### config.mk
export PLATFORM = sky130hd
export DESIGN_NAME = ecl_host
export DESIGN_NICKNAME = d
export VERILOG_FILES = /design/src/ecl_pkg.sv /design/src/ecl_stream_if.sv /design/src/ecl_host.sv /design/src/ecl_buf2.sv
export VERILOG_INCLUDE_DIRS = /design/src
export SDC_FILE = /design/constraint.sdc
export NUM_CORES = 1
export LEC_CHECK = 0
export ABC_AREA = 1
export BUFFER_PORTS_ARGS = -buffer_cell sky130_fd_sc_hd__buf_4
export CAP_MARGIN = 40
export CORE_UTILIZATION = 50
export CTS_BUF_LIST = sky130_fd_sc_hd__clkbuf_2 sky130_fd_sc_hd__clkbuf_4 sky130_fd_sc_hd__clkbuf_8
export DETAILED_ROUTE_END_ITERATION = 16
export PLACE_DENSITY = 0.77
export SYNTH_ARGS = -nofsm -noshare
export SYNTH_HDL_FRONTEND = slang
export SYNTH_SLANG_ARGS = --single-unit
### constraint.sdc
create_clock -name clk_sys_in -period 4.1 [get_ports clk_sys_in]
set_input_delay 0.205 -clock clk_sys_in [delete_from_list [all_inputs] [get_ports clk_sys_in]]
set_output_delay 0.205 -clock clk_sys_in [all_outputs]
set_load 0.005 [all_outputs]
### src/ecl_defines.svh
/*
  Constants of the engine command/status link controller: serial timing, frame layout,
  handshake timeout and line levels.
  Assumes a 100 MHz system clock and an engine on the far side that answers every command.
*/
`ifndef ECL_DEFINES_SVH
`define ECL_DEFINES_SVH

`define ECL_CLK_HZ 100000000
`define ECL_BAUD 9600
`define ECL_BIT_CYC ((`ECL_CLK_HZ + (`ECL_BAUD / 2)) / `ECL_BAUD)
`define ECL_HALF_BIT_CYC (`ECL_BIT_CYC / 2)
`define ECL_RESP_TIMEOUT_MS 100
`define ECL_RESP_TIMEOUT_CYC (`ECL_RESP_TIMEOUT_MS * (`ECL_CLK_HZ / 1000))
`define ECL_INIT_CMD 8'h00
`define ECL_DATA_BITS 8
`define ECL_TX_FRAME_BITS 4'hb
`define ECL_RX_TAIL_BITS 4'ha
`define ECL_LINE_IDLE 1'b1
`define ECL_START_BIT 1'b0
`define ECL_STOP_BIT 1'b1
`define ECL_BUF_DEPTH 2
`define ECL_PIN_STATUS 0
`define ECL_PIN_READY_N 1
`define ECL_PIN_KEY_N 2
`define ECL_PIN_VSYNC_N 3
`define ECL_PIN_HSYNC_N 4
`define ECL_PIN_COUNT 5

`endif

### src/ecl_pkg.sv
/*
  Types of the engine command/status link controller.
  Assumes nothing beyond the constants header.
*/
package ecl_pkg;

  typedef enum logic [2:0]
  {
    ecl_st_idle = 3'b001,
    ecl_st_send = 3'b010,
    ecl_st_wait = 3'b100
  } ecl_state_type;

  typedef enum logic [2:0]
  {
    ecl_rx_idle = 3'b001,
    ecl_rx_start = 3'b010,
    ecl_rx_data = 3'b100
  } ecl_rx_type;

  typedef logic [7:0] ecl_byte_type;

endpackage : ecl_pkg

### src/ecl_stream_if.sv
/*
  Byte stream with valid and ready between the controller's own modules.
  Assumes one clock domain; a word moves when valid and ready are both high at a clock edge.
*/
`timescale 1ns/1ps
interface ecl_stream_if;
  logic valid;
  logic ready;
  ecl_pkg::ecl_byte_type data;

  modport src (output valid, output data, input ready);
  modport snk (input valid, input data, output ready);
endinterface : ecl_stream_if

### src/ecl_host.sv
/*
  Video-controller side of the engine command/status link: sends command frames,
  receives status frames, drives print request and watches the engine's sync and status lines.
  Assumes the engine answers each command with one status frame; pins arrive asynchronously.
*/
`timescale 1ns/1ps
`include "ecl_defines.svh"
module ecl_host
#(
  parameter int BIT_CYC = `ECL_BIT_CYC,
  parameter int HALF_BIT_CYC = `ECL_HALF_BIT_CYC,
  parameter int RESP_TIMEOUT_CYC = `ECL_RESP_TIMEOUT_CYC
)
(
  input wire logic clk_sys_in,
  input wire logic rst_in,
  input wire logic cmd_valid_in,
  input wire logic [7:0] cmd_data_in,
  output logic cmd_ready_out,
  output logic stat_valid_out,
  output logic [7:0] stat_data_out,
  output logic stat_parity_err_out,
  output logic stat_frame_err_out,
  output logic resp_timeout_out,
  output logic init_done_out,
  input wire logic print_req_in,
  output logic engine_ready_out,
  output logic key_change_out,
  output logic page_sync_out,
  output logic line_sync_out,
  output logic command_line_out,
  input wire logic status_line_in,
  input wire logic engine_ready_line_n_in,
  output logic print_request_line_n_out,
  input wire logic panel_key_change_line_n_in,
  input wire logic vsync_n_in,
  input wire logic hsync_n_in
);
  localparam logic [13:0] BIT_L = 14'(BIT_CYC - 1);
  localparam logic [13:0] HALF_L = 14'(HALF_BIT_CYC - 1);
  localparam logic [23:0] TMO_L = 24'(RESP_TIMEOUT_CYC - 1);

  ecl_stream_if fill_if ();
  ecl_stream_if drain_if ();

  // Pin synchronisers and edge detection
  logic [`ECL_PIN_COUNT-1:0] pins_raw;
  logic [`ECL_PIN_COUNT-1:0] meta_r;
  logic [`ECL_PIN_COUNT-1:0] sync_r;
  logic [`ECL_PIN_COUNT-1:0] sync_nxt;
  logic [`ECL_PIN_COUNT-1:0] old_r;
  logic engine_ready_r;
  logic engine_ready_nxt;
  logic key_change_r;
  logic key_change_nxt;
  logic page_sync_r;
  logic page_sync_nxt;
  logic line_sync_r;
  logic line_sync_nxt;

  assign pins_raw = {hsync_n_in, vsync_n_in, panel_key_change_line_n_in, engine_ready_line_n_in, status_line_in};

  always_comb
  begin
    sync_nxt = meta_r;
    engine_ready_nxt = ~sync_r[`ECL_PIN_READY_N];
    key_change_nxt = ~sync_r[`ECL_PIN_KEY_N];
    page_sync_nxt = old_r[`ECL_PIN_VSYNC_N] & ~sync_r[`ECL_PIN_VSYNC_N];
    line_sync_nxt = old_r[`ECL_PIN_HSYNC_N] & ~sync_r[`ECL_PIN_HSYNC_N];
  end

  always_ff @(posedge clk_sys_in or posedge rst_in)
  begin
    if (rst_in)
    begin
      // Idle-high reset avoids a false start edge or sync pulse at release
      meta_r <= 5'h1f;
      sync_r <= 5'h1f;
      old_r <= 5'h1f;
      engine_ready_r <= 1'b0;
      key_change_r <= 1'b0;
      page_sync_r <= 1'b0;
      line_sync_r <= 1'b0;
    end
    else
    begin
      meta_r <= pins_raw;
      sync_r <= sync_nxt;
      old_r <= sync_r;
      engine_ready_r <= engine_ready_nxt;
      key_change_r <= key_change_nxt;
      page_sync_r <= page_sync_nxt;
      line_sync_r <= line_sync_nxt;
    end
  end

  // Status receiver
  ecl_pkg::ecl_rx_type rx_st_r;
  ecl_pkg::ecl_rx_type rx_st_nxt;
  logic [13:0] rx_tick_r;
  logic [13:0] rx_tick_nxt;
  logic [3:0] rx_cnt_r;
  logic [3:0] rx_cnt_nxt;
  logic [9:0] rx_sh_r;
  logic [9:0] rx_sh_nxt;
  logic stat_valid_r;
  logic stat_valid_nxt;
  logic [7:0] stat_data_r;
  logic [7:0] stat_data_nxt;
  logic perr_r;
  logic perr_nxt;
  logic ferr_r;
  logic ferr_nxt;
  logic rx_line;

  assign rx_line = sync_r[`ECL_PIN_STATUS];

  always_comb
  begin
    rx_st_nxt = rx_st_r;
    rx_tick_nxt = rx_tick_r;
    rx_cnt_nxt = rx_cnt_r;
    rx_sh_nxt = rx_sh_r;
    stat_valid_nxt = 1'b0;
    stat_data_nxt = stat_data_r;
    perr_nxt = perr_r;
    ferr_nxt = ferr_r;
    unique case (rx_st_r)
      ecl_pkg::ecl_rx_idle:
      begin
        if (old_r[`ECL_PIN_STATUS] & ~rx_line)
        begin
          rx_st_nxt = ecl_pkg::ecl_rx_start;
          rx_tick_nxt = HALF_L;
        end
      end
      ecl_pkg::ecl_rx_start:
      begin
        if (rx_tick_r != 14'h0000)
        begin
          rx_tick_nxt = rx_tick_r - 14'h0001;
        end
        else if (rx_line == `ECL_START_BIT)
        begin
          rx_st_nxt = ecl_pkg::ecl_rx_data;
          rx_tick_nxt = BIT_L;
          rx_cnt_nxt = `ECL_RX_TAIL_BITS;
        end
        else
        begin
          rx_st_nxt = ecl_pkg::ecl_rx_idle;
        end
      end
      ecl_pkg::ecl_rx_data:
      begin
        if (rx_tick_r != 14'h0000)
        begin
          rx_tick_nxt = rx_tick_r - 14'h0001;
        end
        else
        begin
          rx_tick_nxt = BIT_L;
          rx_sh_nxt = {rx_line, rx_sh_r[9:1]};
          rx_cnt_nxt = rx_cnt_r - 4'h1;
          if (rx_cnt_r == 4'h1)
          begin
            rx_st_nxt = ecl_pkg::ecl_rx_idle;
            stat_valid_nxt = 1'b1;
            stat_data_nxt = rx_sh_nxt[7:0];
            perr_nxt = ~(^rx_sh_nxt[8:0]);
            ferr_nxt = (rx_sh_nxt[9] != `ECL_STOP_BIT);
          end
        end
      end
      default:
      begin
        rx_st_nxt = ecl_pkg::ecl_rx_idle;
      end
    endcase
  end

  always_ff @(posedge clk_sys_in or posedge rst_in)
  begin
    if (rst_in)
    begin
      rx_st_r <= ecl_pkg::ecl_rx_idle;
      rx_tick_r <= 14'h0000;
      rx_cnt_r <= 4'h0;
      rx_sh_r <= 10'h000;
      stat_valid_r <= 1'b0;
      stat_data_r <= 8'h00;
      perr_r <= 1'b0;
      ferr_r <= 1'b0;
    end
    else
    begin
      rx_st_r <= rx_st_nxt;
      rx_tick_r <= rx_tick_nxt;
      rx_cnt_r <= rx_cnt_nxt;
      rx_sh_r <= rx_sh_nxt;
      stat_valid_r <= stat_valid_nxt;
      stat_data_r <= stat_data_nxt;
      perr_r <= perr_nxt;
      ferr_r <= ferr_nxt;
    end
  end

  // Command transmitter and handshake sequencer
  ecl_pkg::ecl_state_type st_r;
  ecl_pkg::ecl_state_type st_nxt;
  logic [10:0] tx_sh_r;
  logic [10:0] tx_sh_nxt;
  logic [3:0] tx_cnt_r;
  logic [3:0] tx_cnt_nxt;
  logic [13:0] tx_tick_r;
  logic [13:0] tx_tick_nxt;
  logic [23:0] tmo_r;
  logic [23:0] tmo_nxt;
  logic tmo_pulse_r;
  logic tmo_pulse_nxt;
  logic init_done_r;
  logic init_done_nxt;
  logic cmd_line_r;
  logic cmd_line_nxt;
  logic pr_line_n_r;
  logic pr_line_n_nxt;
  logic line_free;
  ecl_pkg::ecl_byte_type tx_byte;

  ecl_buf2 u_buf
  (
    .clk_sys_in(clk_sys_in),
    .rst_in(rst_in),
    .fill_s(fill_if),
    .drain_s(drain_if)
  );

  assign fill_if.valid = cmd_valid_in;
  assign fill_if.data = cmd_data_in;

  always_comb
  begin
    // A status frame in progress blocks any new command
    line_free = (st_r == ecl_pkg::ecl_st_idle) && (rx_st_r == ecl_pkg::ecl_rx_idle);
    drain_if.ready = line_free & init_done_r;
    tx_byte = init_done_r ? drain_if.data : `ECL_INIT_CMD;
    st_nxt = st_r;
    tx_sh_nxt = tx_sh_r;
    tx_cnt_nxt = tx_cnt_r;
    tx_tick_nxt = tx_tick_r;
    tmo_nxt = tmo_r;
    tmo_pulse_nxt = 1'b0;
    init_done_nxt = init_done_r;
    unique case (st_r)
      ecl_pkg::ecl_st_idle:
      begin
        if (line_free && (~init_done_r || drain_if.valid))
        begin
          st_nxt = ecl_pkg::ecl_st_send;
          tx_sh_nxt = {`ECL_STOP_BIT, ~(^tx_byte), tx_byte, `ECL_START_BIT};
          tx_cnt_nxt = `ECL_TX_FRAME_BITS;
          tx_tick_nxt = BIT_L;
        end
      end
      ecl_pkg::ecl_st_send:
      begin
        if (tx_tick_r != 14'h0000)
        begin
          tx_tick_nxt = tx_tick_r - 14'h0001;
        end
        else
        begin
          tx_tick_nxt = BIT_L;
          tx_sh_nxt = {`ECL_LINE_IDLE, tx_sh_r[10:1]};
          tx_cnt_nxt = tx_cnt_r - 4'h1;
          if (tx_cnt_r == 4'h1)
          begin
            st_nxt = ecl_pkg::ecl_st_wait;
            tmo_nxt = TMO_L;
          end
        end
      end
      ecl_pkg::ecl_st_wait:
      begin
        if (stat_valid_r)
        begin
          st_nxt = ecl_pkg::ecl_st_idle;
          init_done_nxt = 1'b1;
        end
        else if (tmo_r == 24'h000000)
        begin
          // No answer: the link is not trusted, so init is retried before user commands
          st_nxt = ecl_pkg::ecl_st_idle;
          tmo_pulse_nxt = 1'b1;
          init_done_nxt = 1'b0;
        end
        else
        begin
          tmo_nxt = tmo_r - 24'h000001;
        end
      end
      default:
      begin
        st_nxt = ecl_pkg::ecl_st_idle;
      end
    endcase
    cmd_line_nxt = (st_nxt == ecl_pkg::ecl_st_send) ? tx_sh_nxt[0] : `ECL_LINE_IDLE;
    pr_line_n_nxt = ~(print_req_in & init_done_r);
  end

  always_ff @(posedge clk_sys_in or posedge rst_in)
  begin
    if (rst_in)
    begin
      st_r <= ecl_pkg::ecl_st_idle;
      tx_sh_r <= 11'h7ff;
      tx_cnt_r <= 4'h0;
      tx_tick_r <= 14'h0000;
      tmo_r <= 24'h000000;
      tmo_pulse_r <= 1'b0;
      init_done_r <= 1'b0;
      cmd_line_r <= 1'b1;
      pr_line_n_r <= 1'b1;
    end
    else
    begin
      st_r <= st_nxt;
      tx_sh_r <= tx_sh_nxt;
      tx_cnt_r <= tx_cnt_nxt;
      tx_tick_r <= tx_tick_nxt;
      tmo_r <= tmo_nxt;
      tmo_pulse_r <= tmo_pulse_nxt;
      init_done_r <= init_done_nxt;
      cmd_line_r <= cmd_line_nxt;
      pr_line_n_r <= pr_line_n_nxt;
    end
  end

  assign cmd_ready_out = fill_if.ready;
  assign stat_valid_out = stat_valid_r;
  assign stat_data_out = stat_data_r;
  assign stat_parity_err_out = perr_r;
  assign stat_frame_err_out = ferr_r;
  assign resp_timeout_out = tmo_pulse_r;
  assign init_done_out = init_done_r;
  assign engine_ready_out = engine_ready_r;
  assign key_change_out = key_change_r;
  assign page_sync_out = page_sync_r;
  assign line_sync_out = line_sync_r;
  assign command_line_out = cmd_line_r;
  assign print_request_line_n_out = pr_line_n_r;
endmodule : ecl_host

### src/ecl_buf2.sv
/*
  Two-entry command buffer with valid and ready on both sides.
  Assumes the filling side honours ready and the draining side may stall at any time.
*/
`timescale 1ns/1ps
`include "ecl_defines.svh"
module ecl_buf2
(
  input wire logic clk_sys_in,
  input wire logic rst_in,
  ecl_stream_if.snk fill_s,
  ecl_stream_if.src drain_s
);
  ecl_pkg::ecl_byte_type mem_r [`ECL_BUF_DEPTH];
  ecl_pkg::ecl_byte_type mem_nxt [`ECL_BUF_DEPTH];
  logic wr_ptr_r;
  logic wr_ptr_nxt;
  logic rd_ptr_r;
  logic rd_ptr_nxt;
  logic [1:0] count_r;
  logic [1:0] count_nxt;
  logic ready_r;
  logic ready_nxt;
  logic push;
  logic pop;

  assign fill_s.ready = ready_r;
  assign drain_s.valid = (count_r != 2'h0);
  assign drain_s.data = mem_r[rd_ptr_r];

  always_comb
  begin
    push = fill_s.valid & ready_r;
    pop = drain_s.valid & drain_s.ready;
    mem_nxt = mem_r;
    wr_ptr_nxt = wr_ptr_r;
    rd_ptr_nxt = rd_ptr_r;
    count_nxt = count_r;
    if (push)
    begin
      mem_nxt[wr_ptr_r] = fill_s.data;
      wr_ptr_nxt = ~wr_ptr_r;
    end
    if (pop)
    begin
      rd_ptr_nxt = ~rd_ptr_r;
    end
    if (push & ~pop)
    begin
      count_nxt = count_r + 2'h1;
    end
    else if (pop & ~push)
    begin
      count_nxt = count_r - 2'h1;
    end
    // Registered ready keeps the user-facing port glitch free
    ready_nxt = (count_nxt != 2'h2);
  end

  always_ff @(posedge clk_sys_in or posedge rst_in)
  begin
    if (rst_in)
    begin
      mem_r[0] <= 8'h00;
      mem_r[1] <= 8'h00;
      wr_ptr_r <= 1'b0;
      rd_ptr_r <= 1'b0;
      count_r <= 2'h0;
      ready_r <= 1'b0;
    end
    else
    begin
      mem_r <= mem_nxt;
      wr_ptr_r <= wr_ptr_nxt;
      rd_ptr_r <= rd_ptr_nxt;
      count_r <= count_nxt;
      ready_r <= ready_nxt;
    end
  end
endmodule : ecl_buf2

# Word level (Yosys, flattened, before mapping)
# Index checks and enable logic that the tools add are counted.
[totals]
regBits = 142
out_inout_bits = 20
wordCells = 164
in_bits = 17
[op_classes]
n_addsub = 7
muxes = 53
n_bitwise = 25
n_reduce_logical = 24
eq_ne = 21
order_cmp = 3
[op_table]
columns = ["cell", "n"]
rows = [
  ["24-bit 2-to-1 mux", 4],
  ["14-bit 2-to-1 mux", 6],
  ["24-bit one-hot mux with 2 select lines", 1],
  ["14-bit one-hot mux with 3 select lines", 1],
  ["8-bit 2-to-1 mux", 5],
  ["3-bit 2-to-1 mux", 10],
  ["14-bit one-hot mux with 2 select lines", 1],
  ["14-bit nonzero test", 2],
  ["14-bit by 1-bit subtractor with 14-bit output (second input constant)", 2],
  ["24-bit zero test", 1],
  ["24-bit by 1-bit subtractor with 24-bit output (second input constant)", 1],
  ["11-bit 2-to-1 mux", 2],
  ["11-bit one-hot mux with 2 select lines", 1],
  ["4-bit 2-to-1 mux", 5],
  ["2-bit != test (second input constant)", 10],
  ["3-bit one-hot mux with 3 select lines", 2],
  ["16-bit bitwise mux", 1],
  ["4-bit one-hot mux with 2 select lines", 2],
  ["1-bit NOT", 14],
  ["2-bit nonzero test", 5],
  ["1-bit AND", 9],
  ["3-bit by 2-bit == test with 1-bit output (second input constant)", 3],
  ["1-bit 2-to-1 mux", 9],
  ["3-bit AND reduction", 3],
  ["21 further kinds", 33],
]

# Logic depth before layout (Yosys ltp)
# Gate-level depths: netlist of run 1.
[depth]
word_depth = 10
mapped_depth = 12
ltp_nobuf = 11

# Cells and area by module
# Synthesis of run 1 repeated with hierarchy kept, for this count alone.
[hier_totals]
cells_unflattened = 964
area_unflattened_um2 = 7452.1
[by_module_without_submodules]
columns = ["module", "area_per_inst_um2", "cells_per_inst", "n_inst", "seq_area_each_um2"]
rows = [
  ["ecl_host", 6465.0, 847, 1, 2987.9],
  ["ecl_buf2", 987.2, 117, 1, 525.5],
]

# Worst setup path before layout of run 1
# OpenSTA, ideal clock, no wires.
[synth_path]
path_kind = "reg2reg"
from = "register rx_tick_r[0]"
to = "register perr_r (netlist: stat_parity_err_out)"
setup_time_ps = 117
required_time_ps = 3983
arrival_ps = 1686
slack_ps = 2297
path_stages_with_launch = 13
path_buffers = 1
period_less_slack_ps = 1803
cell_sequence = "dfrtp_1 -> inv_1 -> ha_1 -> nand3_2 -> nor2_4 -> nand3b_4 -> nor2_8 -> nand2_2 -> clkinv_2 -> nand2_4 -> buf_6 -> nand2_1 -> nand2_1"
[synth_between]
elab_chain_cells = 3
[synth_rtl]
columns = ["item", "line", "rtl"]
rows = [
  ["from (decl)", "ecl_host.sv:100", "logic [13:0] rx_tick_r;"],
  ["from (signal assigned)", "ecl_host.sv:198", "rx_tick_r <= rx_tick_nxt;"],
  ["14-bit nonzero test", "ecl_host.sv:156", "if (rx_tick_r != 14'h0000)"],
  ["1-bit NOT (no line)", "--", ""],
  ["3-bit AND reduction (no line)", "--", ""],
  ["to (signal assigned)", "ecl_host.sv:203", "perr_r <= perr_nxt;"],
  ["to (decl)", "ecl_host.sv:110", "logic perr_r;"],
]
# Every way passes these cells.
# A chain may end at the register's enable or synchronous reset.

# Final worst setup path of run 1
[layout_path]
from = "register init_done_r (netlist: init_done_out)"
to = "register tx_sh_r[10]"
[layout_between]
elab_chain_cells = 5
[layout_rtl]
columns = ["item", "line", "rtl"]
rows = [
  ["from (decl)", "ecl_host.sv:221", "logic init_done_r;"],
  ["from (signal assigned)", "ecl_host.sv:333", "init_done_r <= init_done_nxt;"],
  ["1-bit NOT", "ecl_host.sv:257", "if (line_free && (~init_done_r || drain_if.valid))"],
  ["1-bit logical OR", "ecl_host.sv:257", ""],
  ["1-bit logical AND", "ecl_host.sv:257", ""],
  ["2-bit by 1-bit != test with 1-bit output (no line)", "--", ""],
  ["3-bit AND reduction (no line)", "--", ""],
  ["to (signal assigned)", "ecl_host.sv:328", "tx_sh_r <= tx_sh_nxt;"],
  ["to (decl)", "ecl_host.sv:211", "logic [10:0] tx_sh_r;"],
]
# Every way passes these cells.

==> results of run 1 <==
[per-layer routing]
metal,vias to the layer above,GRT usage (%),part of all wire (%)
met2,99,33.0,46
met5,-,0,0
met4,0,7.77,1.5
met1,2758,27.8,49
li1,3076,-,-
met3,19,5.11,3.5
[sequential cells by signal, summed over array words and instances, names as in the netlist, 4 cells and up]
register and flops:
tmo_r 24, u_buf.mem_r 16, rx_tick_r 14, tx_tick_r 14, tx_sh_r 11, rx_sh_r 9
stat_data_out 8, meta_r 5, sync_r 5, rx_cnt_r 4, tx_cnt_r 4
[layout by cell type (no fill, tap or decap), types with 9 or more instances in the layout]
cell type / n
inv_1: 111
nand2_1: 264
o21ai_1: 10
a21oi_1: 11
ha_1: 9
nand3_1: 63
dfrtp_1: 111
xor2_1: 19
nor3_1: 11
o21ai_0: 84
xnor2_1: 10
dlygate4sd3_1: 10
nor2_1: 108
buf_4: 38
clkbuf_8: 18
nand4_1: 18
dfstp_2: 28
[timing repair]
item,CTS,global route
gates resized for setup,0,0
hold endpoints to repair,30,0
hold buffers,10,0
[worst paths after layout]
kind,to,start,depth (start not counted)
min in group asynchronous,stat_data_out[0]$_DFFE_PP0P_,rst_in,3
hold reg to reg,sync_r[2]$_DFF_PP1_,meta_r[2]$_DFF_PP1_,0
hold / removal,u_buf.mem_r[13]$_DFFE_PP0P_,cmd_data_in[5],3
setup / recovery,tx_sh_r[10]$_DFFE_PP1P_,init_done_out$_DFFE_PP0P_,6
setup reg to reg,tx_sh_r[10]$_DFFE_PP1P_,init_done_out$_DFFE_PP0P_,6
max in group asynchronous,meta_r[2]$_DFF_PP1_,rst_in,5
[power by group]
group | switching (mW) | internal (mW)
Sequential | 0.0699 | 1.45
Clock | 0.600 | 0.521
Combinational | 0.306 | 0.167
[metrics by stage]
step / total power, mW / cell area (um^2) / utilization (%)
3_5_place_dp: 2.01 / 7720 / 54.9
5_1_grt: 3.29 / 8210 / 58.5
6_report: 3.12 / 8210 / 58.5
2_1_floorplan: 1.91 / 7280 / -
4_1_cts: 3.14 / 8210 / 58.5
3_3_place_gp: 1.99 / 7690 / 54.8
[worst max-delay path, cell delays in order, from the launching register on]
cell	delay, ns
dfrtp_1	0.78
nand2_1	0.10
nand2_1	0.34
nand2_2	0.27
nand2_1	0.59
inv_1	0.30
or2_2	0.35
[cell families (layout without fill, tap and decap cells)]
logic type	Yosys count	count (layout)	share of synthesized area [%]
buf+inv	140	198	7.54
simple gates	492	492	29.3
xor+xnor	29	29	3.49
compound gates	129	129	9.85
fa+ha+maj	9	9	1.55
flops	139	139	48.2
[cell type report]
class                           instances  share of cell area (%)
Clock buffer                           18                    3.02
Clock inverter                         14                    1.83
Inverter                              117                    5.42
Multi-Input combinational cell        659                    39.2
Sequential cell                       139                    42.8
Tap cell                              180                    2.74
Timing Repair Buffer                   49                    5.03
==> results_dict.tcl, run 1 <==
set metrics [dict create \
    hold_slack_ns 0.0262 \
    slew_violations 0 \
    arrival_ns 3.20 \
    portBuffers 36 \
    ys_warn_count 0 \
    core_region_area_mm2 0.0140 \
    tns_ns 0 \
    yosys_register_bits 139 \
    synth_area_leader_cell "dfrtp_1" \
    antenna_found_initial 0 \
    regArea_mm2 0.00351 \
    syn_inst 938 \
    gr-usage-all-layers_pct 20.9 \
    syn_avg_cell_area_um2 7.76 \
    synth_flop_cell "dfrtp_1" \
    grt_setup_unrepaired "false" \
    rows 43 \
    synth_most_common_cell "nand2_1" \
    num_vias 5952 \
    tightest_slew_ns 0.851 \
    synth.distinct_cells 43 \
    critPathKind "register to register" \
    cts_tree "built" \
    wl_per_cell_um 12.1 \
    hold_viol 0 \
    firstDrtPassIters 5 \
    clk_latency_ns 0.46 \
    globalRouteOverflowTotal 0 \
    worstSetupStartpointType "register" \
    ios 37 \
    cp.required_ns 4.48 \
    die-area_mm2 0.0151 \
    clockBufferDepth 2 \
    grt_pass1_wl_um 24800 \
    gp_congestion 0.860 \
    fillers 1255 \
    vdd_drop_max_v 0.000296 \
    root_buffer "clkbuf_8" \
    clkTransAtPathRegs_ns 0.09 \
    multi_input_area_mm2 0.00322 \
    hp-class "input pin to register" \
    yosysTopAreaCellShare_pct 38.1 \
    drcViolationCount 0 \
    synth_edf_count 0 \
    period_needed_ns 2.82 \
    viasPerCell 5.06 \
    max_freq_mhz 354 \
    drt_iter0_drc 428 \
    layout.nets 1009 \
    netlist_top_cells_count "nand2_1, inv_1, dfrtp_1, nor2_1, o21ai_0" \
    drive_gt1_share_pct 13.4 \
    htreeDepth 4 \
    die_h_um 123 \
    status "complete, no violations" \
    seq_area_frac_synth_pct 48.2 \
    grt_max_degree 94 \
    dp_cells 1134 \
    p_leak_nw 4.20 \
    setup_ws_ns 1.28 \
    start_util_pct 51.9 \
    synth.area.top_cells "dfrtp_1, nand2_1, dfstp_2, inv_1, o21ai_0" \
    grt_pass1_vias 5545 \
    cts.sinks 139 \
    hpwl_um 9920 \
    detail-route-antenna-nets 0 \
    power_density_mw_per_mm2 379 \
    finalSetupViolCount 0 \
    fin_cells 1176 \
    post-place-ws_ns 1.29 \
    finalCritPeriodShare_pct 68.9 \
    synth_nets 964 \
    die_w_um 123 \
    post_cts_buffers 0 \
    synthToLayoutAreaGrowth_pct 12.8 \
    synth_area_mm2 0.00728 \
    maxCapViolations 0 \
    crit_fanout 24 \
    end_kind "register" \
    maxSlewHeadroom_pct 43.2 \
    fin_skew_ns 0.0212 \
    async_reset_ff_share_pct 100 \
    reg2reg_slack_ns 1.28 \
    routed_wirelength_um 14300 \
    insertedDiodeCount 0 \
    cts_buffers 17 \
]
(Power assumes the default switching activity.)
==> inputs of run 2 (changes only) <==
--- a/config.mk
+++ b/config.mk
@@ -12,7 +12,7 @@
 export CORE_UTILIZATION = 50
 export CTS_BUF_LIST = sky130_fd_sc_hd__clkbuf_2 sky130_fd_sc_hd__clkbuf_4 sky130_fd_sc_hd__clkbuf_8
 export DETAILED_ROUTE_END_ITERATION = 16
-export PLACE_DENSITY = 0.77
+export PLACE_DENSITY = 0.74
 export SYNTH_ARGS = -nofsm -noshare
 export SYNTH_HDL_FRONTEND = slang
 export SYNTH_SLANG_ARGS = --single-unit
==> constraint.sdc (replaced) <==
create_clock -name clk_sys_in -period 2.9 [get_ports clk_sys_in]
set_input_delay 0.145 -clock clk_sys_in [delete_from_list [all_inputs] [get_ports clk_sys_in]]
set_output_delay 0.145 -clock clk_sys_in [all_outputs]
set_load 0.005 [all_outputs]
==> run 2 against run 1 <==
Net effect: clock power up 48%; highest routed layer unchanged; final area up 1.6%; fmax up 29%; register-to-register slack worse by 0.57 ns; sequential cell count unchanged; largest power group unchanged; via count up 0.74%; setup slack worse by 0.57 ns; sequential share of layout area down 0.67 points; count of clock-buffer cells in the layout unchanged; routed wire length up 2.5%.
==> results_dict.tcl, run 2 (synthesized netlist as in run 1, its figures left out) <==
set metrics [dict create \
    status "complete, no violations" \
    finalCritPeriodShare_pct 75.7 \
    globalRouteOverflowTotal 0 \
    arrival_ns 2.53 \
    cts_hold_buf 16 \
    p_leak_nw 4.25 \
    worstRegToRegCells 11 \
    biggestRegsByFlops "tmo_r x24, u_buf.mem_r x16" \
    gr-usage-all-layers_pct 21.9 \
    layout.nets 1022 \
    worstPathCellList "inv_1 > ha_1 > nand3_2 > nor2_4 > nand3b_4 > nor2_8 > nand2_2 > clkinv_2 > nand2_4 > nand2_1 > o21ai_2" \
    max_freq_mhz 456 \
    cts_resized 0 \
    drt_iter0_drc 426 \
    root_buffer "clkbuf_8" \
    clk_latency_ns 0.46 \
    tns_ns 0 \
    synthToLayoutAreaGrowth_pct 14.6 \
    die-area_mm2 0.0151 \
    critPathKind "register to register" \
    hold_path_depth 2 \
    detail-route-antenna-nets 0 \
    cts_tree "built" \
    insertedDiodeCount 0 \
    end_kind "register" \
    hold_slack_ns 0.344 \
    slew_violations 0 \
    grt_max_degree 140 \
    worstSetupStartpointType "register" \
    start_util_pct 51.9 \
    finalSetupViolCount 0 \
    cts_buffers 17 \
    hpwl_um 9920 \
    largest_reg_flops 24 \
    final_cell_mix "nand2_1, inv_1, dfrtp_1" \
    core_region_area_mm2 0.0140 \
    fin_skew_ns 0.0139 \
    maxSlewHeadroom_pct 53.1 \
    routed_wirelength_um 14600 \
    firstDrtPassIters 5 \
    post_cts_buffers 0 \
    gp_congestion 0.894 \
    regMostFlops "tmo_r" \
    maxCapViolations 0 \
    vdd_drop_max_v 0.000629 \
    grt_pass1_vias 5913 \
    ios 37 \
    die_h_um 123 \
    period_needed_ns 2.19 \
    cpPeakStageDelay_ns 0.38 \
    antenna_found_initial 0 \
    portBuffers 36 \
    drive_gt1_share_pct 13.9 \
    htreeDepth 4 \
    viasPerCell 5.04 \
    layout_commonest_cell "nand2_1" \
    rows 43 \
    hp-class "input pin to register" \
    wl_per_cell_um 12.3 \
    num_vias 5996 \
    die_w_um 123 \
    grt_pass1_wl_um 26100 \
    grt_setup_unrepaired "false" \
    hold_viol 0 \
    clkTransAtPathRegs_ns 0.08 \
    power_density_mw_per_mm2 540 \
    cp.required_ns 3.24 \
    clockBufferDepth 2 \
    crit_fanout 21 \
    cts.sinks 139 \
    cpMaxStageDelayCell "dfrtp_1" \
    tightest_slew_ns 0.703 \
    fillers 1228 \
    drcViolationCount 0 \
]
## run 2: cell count changes in the layout (fill, tap and decap cells not counted)
cell	delta
bufinv_16	+1
dlygate4sd3_1	+6
clkinvlp_4	+3
buf_16	-1
clkinv_2	-1
inv_8	-1
buf_12	+1
clkinv_4	-3
clkinv_8	+1
buf_4	+7
## run 2: critical path, delay by kind of cell (launching register included)
family	cells	cell delay, ns
AO/OA/AOI/OAI	1	0.05
buffers and inverters	2	0.29
adder cells (fa/ha/maj)	1	0.21
flip-flops	1	0.38
AND/OR/NAND/NOR	7	1.14
## run 2: per-layer routing
metal  part of all wire (%)  vias to the layer above  track usage, %  routed length (um)
met5                      0                        -               0                   0
met2                     47                       91            36.4                6900
met1                     49                     2790            28.2                7100
met3                    3.0                       18            5.16                 433
li1                       -                     3097               -                   -
met4                    1.3                        0            7.24                 192
## run 2: metrics by stage
stage | cell area (um^2) | utilization (%) | instances | power (mW) | worst slack, ns
after CTS | 8350 | 59.4 | 1189 | 4.55 | 0.682
after global placement | 7760 | 55.3 | 1141 | 2.84 | 0.748
final | 8350 | 59.4 | 1189 | 4.51 | 0.705
after global routing | 8350 | 59.4 | 1189 | 4.75 | 0.399
after detailed placement | 7760 | 55.3 | 1141 | 2.87 | 0.686
after floorplan | 7290 | - | 938 | 2.70 | 1.04
## run 2: worst paths after layout
check	start	endpoint	slack, ns
worst max-delay path	rx_tick_r[0]$_DFFE_PP0P_	stat_data_out[3]$_DFFE_PP0P_	0.71
worst min-delay path	panel_key_change_line_n_in	meta_r[2]$_DFF_PP1_	0.34
min in group asynchronous	rst_in	stat_data_out[4]$_DFFE_PP0P_	0.47
worst max register to register	rx_tick_r[0]$_DFFE_PP0P_	stat_data_out[3]$_DFFE_PP0P_	0.71
max in group asynchronous	rst_in	u_buf.mem_r[7]$_DFFE_PP0P_	1.94
worst min register to register	meta_r[3]$_DFF_PP1_	sync_r[3]$_DFF_PP1_	0.36
## run 2: area by class of cell
class | instances | area [um^2] | area share (%)
multi-input cells | 659 | 3220 | 38.6
clock buffers | 18 | 248 | 2.97
clock inverters | 14 | 178 | 2.13
flip-flops and latches | 139 | 3510 | 42.1
well taps | 180 | 225 | 2.70
inverters | 117 | 444 | 5.32
repair buffers | 62 | 518 | 6.21
## run 2: power by group
| part | total [mW] | internal [mW] | switching (mW) |
|---|---|---|---|
| clock | 1.66 | 0.825 | 0.830 |
| sequential | 2.15 | 2.05 | 0.101 |
| combinational | 0.697 | 0.258 | 0.439 |
| total | 4.51 | 3.14 | 1.37 |
==> inputs of run 3 (changes only) <==
--- a/config.mk
+++ b/config.mk
@@ -6,13 +6,13 @@
 export SDC_FILE = /design/constraint.sdc
 export NUM_CORES = 1
 export LEC_CHECK = 0
-export ABC_AREA = 1
+export ABC_AREA = 0
 export BUFFER_PORTS_ARGS = -buffer_cell sky130_fd_sc_hd__buf_4
 export CAP_MARGIN = 40
 export CORE_UTILIZATION = 50
 export CTS_BUF_LIST = sky130_fd_sc_hd__clkbuf_2 sky130_fd_sc_hd__clkbuf_4 sky130_fd_sc_hd__clkbuf_8
 export DETAILED_ROUTE_END_ITERATION = 16
-export PLACE_DENSITY = 0.74
+export PLACE_DENSITY = 0.77
 export SYNTH_ARGS = -nofsm -noshare
 export SYNTH_HDL_FRONTEND = slang
 export SYNTH_SLANG_ARGS = --single-unit
==> constraint.sdc (replaced) <==
create_clock -name clk_sys_in -period 2 [get_ports clk_sys_in]
set_input_delay 0.1 -clock clk_sys_in [delete_from_list [all_inputs] [get_ports clk_sys_in]]
set_output_delay 0.1 -clock clk_sys_in [all_outputs]
set_load 0.005 [all_outputs]
==> run 3 against run 2 <==
Net effect: the run now ends with negative setup slack left; via count fell by 4.3%; critical path depth down 6; global-route usage up 1.6 points; sequential power grew 53%; synthesized cell count shrank 33%; final area up 13%; sequential share of layout area is 4.6 points lower; count of clock-buffer cells in the layout is 1 higher; register-to-register slack worse by 0.89 ns; largest power group unchanged; highest routed layer unchanged.
==> results_dict.tcl, run 3 <==
set metrics [dict create \
    drive_gt1_share_pct 43.1 \
    rows 42 \
    synth_edf_count 0 \
    grt_max_degree 63 \
    synth_area_mm2 0.00678 \
    synth.distinct_cells 61 \
    cts.sinks 139 \
    biggestRegsByFlops "tmo_r x24, u_buf.mem_r x16" \
    comb_power_share_pct 19.6 \
    hold_viol 0 \
    routed_wirelength_um 17900 \
    yosys_register_bits 139 \
    netlist_top_cells_count "dfrtp_1, nor2_1, nand2_1, mux2_2, xnor2_1" \
    hp-class "input pin to async pin" \
    totalPowerFinal_mw 7.15 \
    dp_cells 911 \
    gr-usage-all-layers_pct 23.6 \
    largest_reg_flops 24 \
    met2_usage_pct 40.0 \
    ys_warn_count 0 \
    async_reset_ff_share_pct 100 \
    yosysTopAreaCellShare_pct 41.0 \
    crit_family "simple AND/OR/NAND/NOR gates" \
    htreeDepth 4 \
    fin_cells 983 \
    root_buffer "clkbuf_8" \
    grt_use_met1_pct 29.4 \
    seq_area_frac_synth_pct 51.8 \
    cpMaxStageDelayCell "or4_1" \
    gp_congestion 0.873 \
    grt_pass1_vias 5597 \
    drt_iter0_drc 332 \
    maxSlewHeadroom_pct 50.7 \
    syn_inst 630 \
    portBuffers 36 \
    syn_avg_cell_area_um2 10.8 \
    power_frac_clock_pct 34.2 \
    ios 37 \
    wl_per_cell_um 18.3 \
    layout_commonest_cell "buf_4" \
    vdd_drop_max_v 0.000510 \
    worstPathCellList "or3_4 > or4_4 > or2_4 > or4_1 > a21oi_1" \
    core_region_area_mm2 0.0132 \
    p_sw_share_pct 28.4 \
    globalRouteOverflowTotal 0 \
    viasPerCell 5.84 \
    post-place-ws_ns -0.270 \
    die_h_um 118 \
    synth_area_leader_cell "dfrtp_1" \
    period_needed_ns 2.19 \
    cts_tree "built" \
    clockBufferDepth 2 \
    antenna_found_initial 0 \
    synth_flop_cell "dfrtp_1" \
    p_sw_mw 2.03 \
    final_cell_mix "buf_4, dfrtp_1, nor2_1" \
    critPathKind "register to register" \
    grt_pass1_wl_um 26500 \
    insertedDiodeCount 0 \
    max_freq_mhz 458 \
    critPathBufInv 0 \
    firstDrtPassIters 7 \
    finalCritPeriodShare_pct 109 \
    die_w_um 118 \
    cpPeakStageDelay_ns 0.51 \
    status "complete, but fails checks" \
    start_util_pct 51.2 \
    layout.nets 820 \
    arrival_ns 2.56 \
    clkTransAtPathRegs_ns 0.09 \
    end_kind "register" \
    p_int_mw 5.12 \
    hpwl_um 10700 \
    setup_ws_ns -0.185 \
    p_leak_nw 4.13 \
    crit_fanout 2 \
    power_density_mw_per_mm2 761 \
    clk_latency_ns 0.46 \
    detail-route-antenna-nets 0 \
    worstSetupStartpointType "register" \
    tns_ns -2.97 \
    synth.area.top_cells "dfrtp_1, dfstp_2, mux2_2, xnor2_1, nor2_1" \
    synth_nets 656 \
    fin_skew_ns 0.0157 \
    busiest_layer "met2" \
    failed_checks "negative setup slack" \
    num_vias 5737 \
    finalSetupViolCount 55 \
    cp.required_ns 2.38 \
    die-area_mm2 0.0140 \
    use_met3_pct 5.60 \
    maxCapViolations 0 \
    p_seq_share_pct 46.1 \
    grt_setup_unrepaired "true" \
    synth_most_common_cell "dfrtp_1" \
    slew_violations 0 \
    tightest_slew_ns 0.736 \
    regMostFlops "tmo_r" \
    synthToLayoutAreaGrowth_pct 38.5 \
    cts_buffers 17 \
    drcViolationCount 0 \
]
## run 3: final cells by class
| class | count | area, um^2 |
|---|---|---|
| Timing Repair Buffer | 166 | 1430 |
| Inverter | 24 | 96.3 |
| Clock inverter | 13 | 166 |
| Sequential cell | 139 | 3520 |
| Multi-Input combinational cell | 446 | 3700 |
| Fill cell | 864 | 3850 |
| Clock buffer | 19 | 262 |
| Tap cell | 176 | 220 |
## run 3: timing repair
action                     CTS  global route
setup endpoints to repair   74            86
hold buffers                16             0
pin swaps                   21            27
setup buffers                9            14
hold endpoints to repair    46             0
gates resized for setup     51            79
gates cloned                 1             2
## run 3: per-stage QoR
step                util [%]  cell area, um^2  hold WS, ns
floorplan                  -             6860        0.104
global placement        60.4             7990        0.190
detailed placement      60.4             7990        0.210
CTS                     66.9             8860        0.273
global route            70.9             9390        0.274
finish                  70.9             9390        0.282
## run 3: logic make-up (layout without fill, tap and decap cells)
group           count (synthesis)  count (layout)  synth area share, %
compound gates                109             110                 11.1
mux                            52              52                 8.34
fa+ha+maj                       9               9                 1.66
flops                         139             139                 51.8
xor+xnor                       41              41                 5.30
simple gates                  234             234                 19.1
buf+inv                        46             222                 2.66
## run 3: power by group through the flow
stage                     combinational, mW  clock (mW)  sequential [mW]
final                                  1.40        2.45             3.30
after global routing                   1.52        2.60             3.33
after CTS                              1.30        2.48             3.28
after detailed placement               1.24           0             3.33
after global placement                 1.19           0             3.31
after floorplan                       0.973           0             3.28
## run 3: path summary, 6_finish.rpt
kind                       slack [ns]  cells past startpoint                          to                     start
hold reg to reg                  0.36                      0         sync_r[0]$_DFF_PP1_       meta_r[0]$_DFF_PP1_
setup / recovery                -0.19                      5    rx_tick_r[9]$_DFFE_PP0P_  rx_tick_r[4]$_DFFE_PP0P_
hold / removal                   0.28                      3  u_buf.mem_r[1]$_DFFE_PP0P_                    rst_in
min in group clk_sys_in          0.30                      2         meta_r[0]$_DFF_PP1_            status_line_in
max in group asynchronous        0.95                      4           st_r[0]$_DFF_PP1_                    rst_in
setup reg to reg                -0.19                      5    rx_tick_r[9]$_DFFE_PP0P_  rx_tick_r[4]$_DFFE_PP0P_
## run 3: per-layer routing
metal	vias up	wire [um]
met5	-	0
met4	0	357
met3	36	827
met2	178	9340
met1	2905	7420
li1	2618	-
## run 3: worst min-delay path, delay by kind of cell
kind,cells,cell delay (ns)
buf+inv,3,1.10
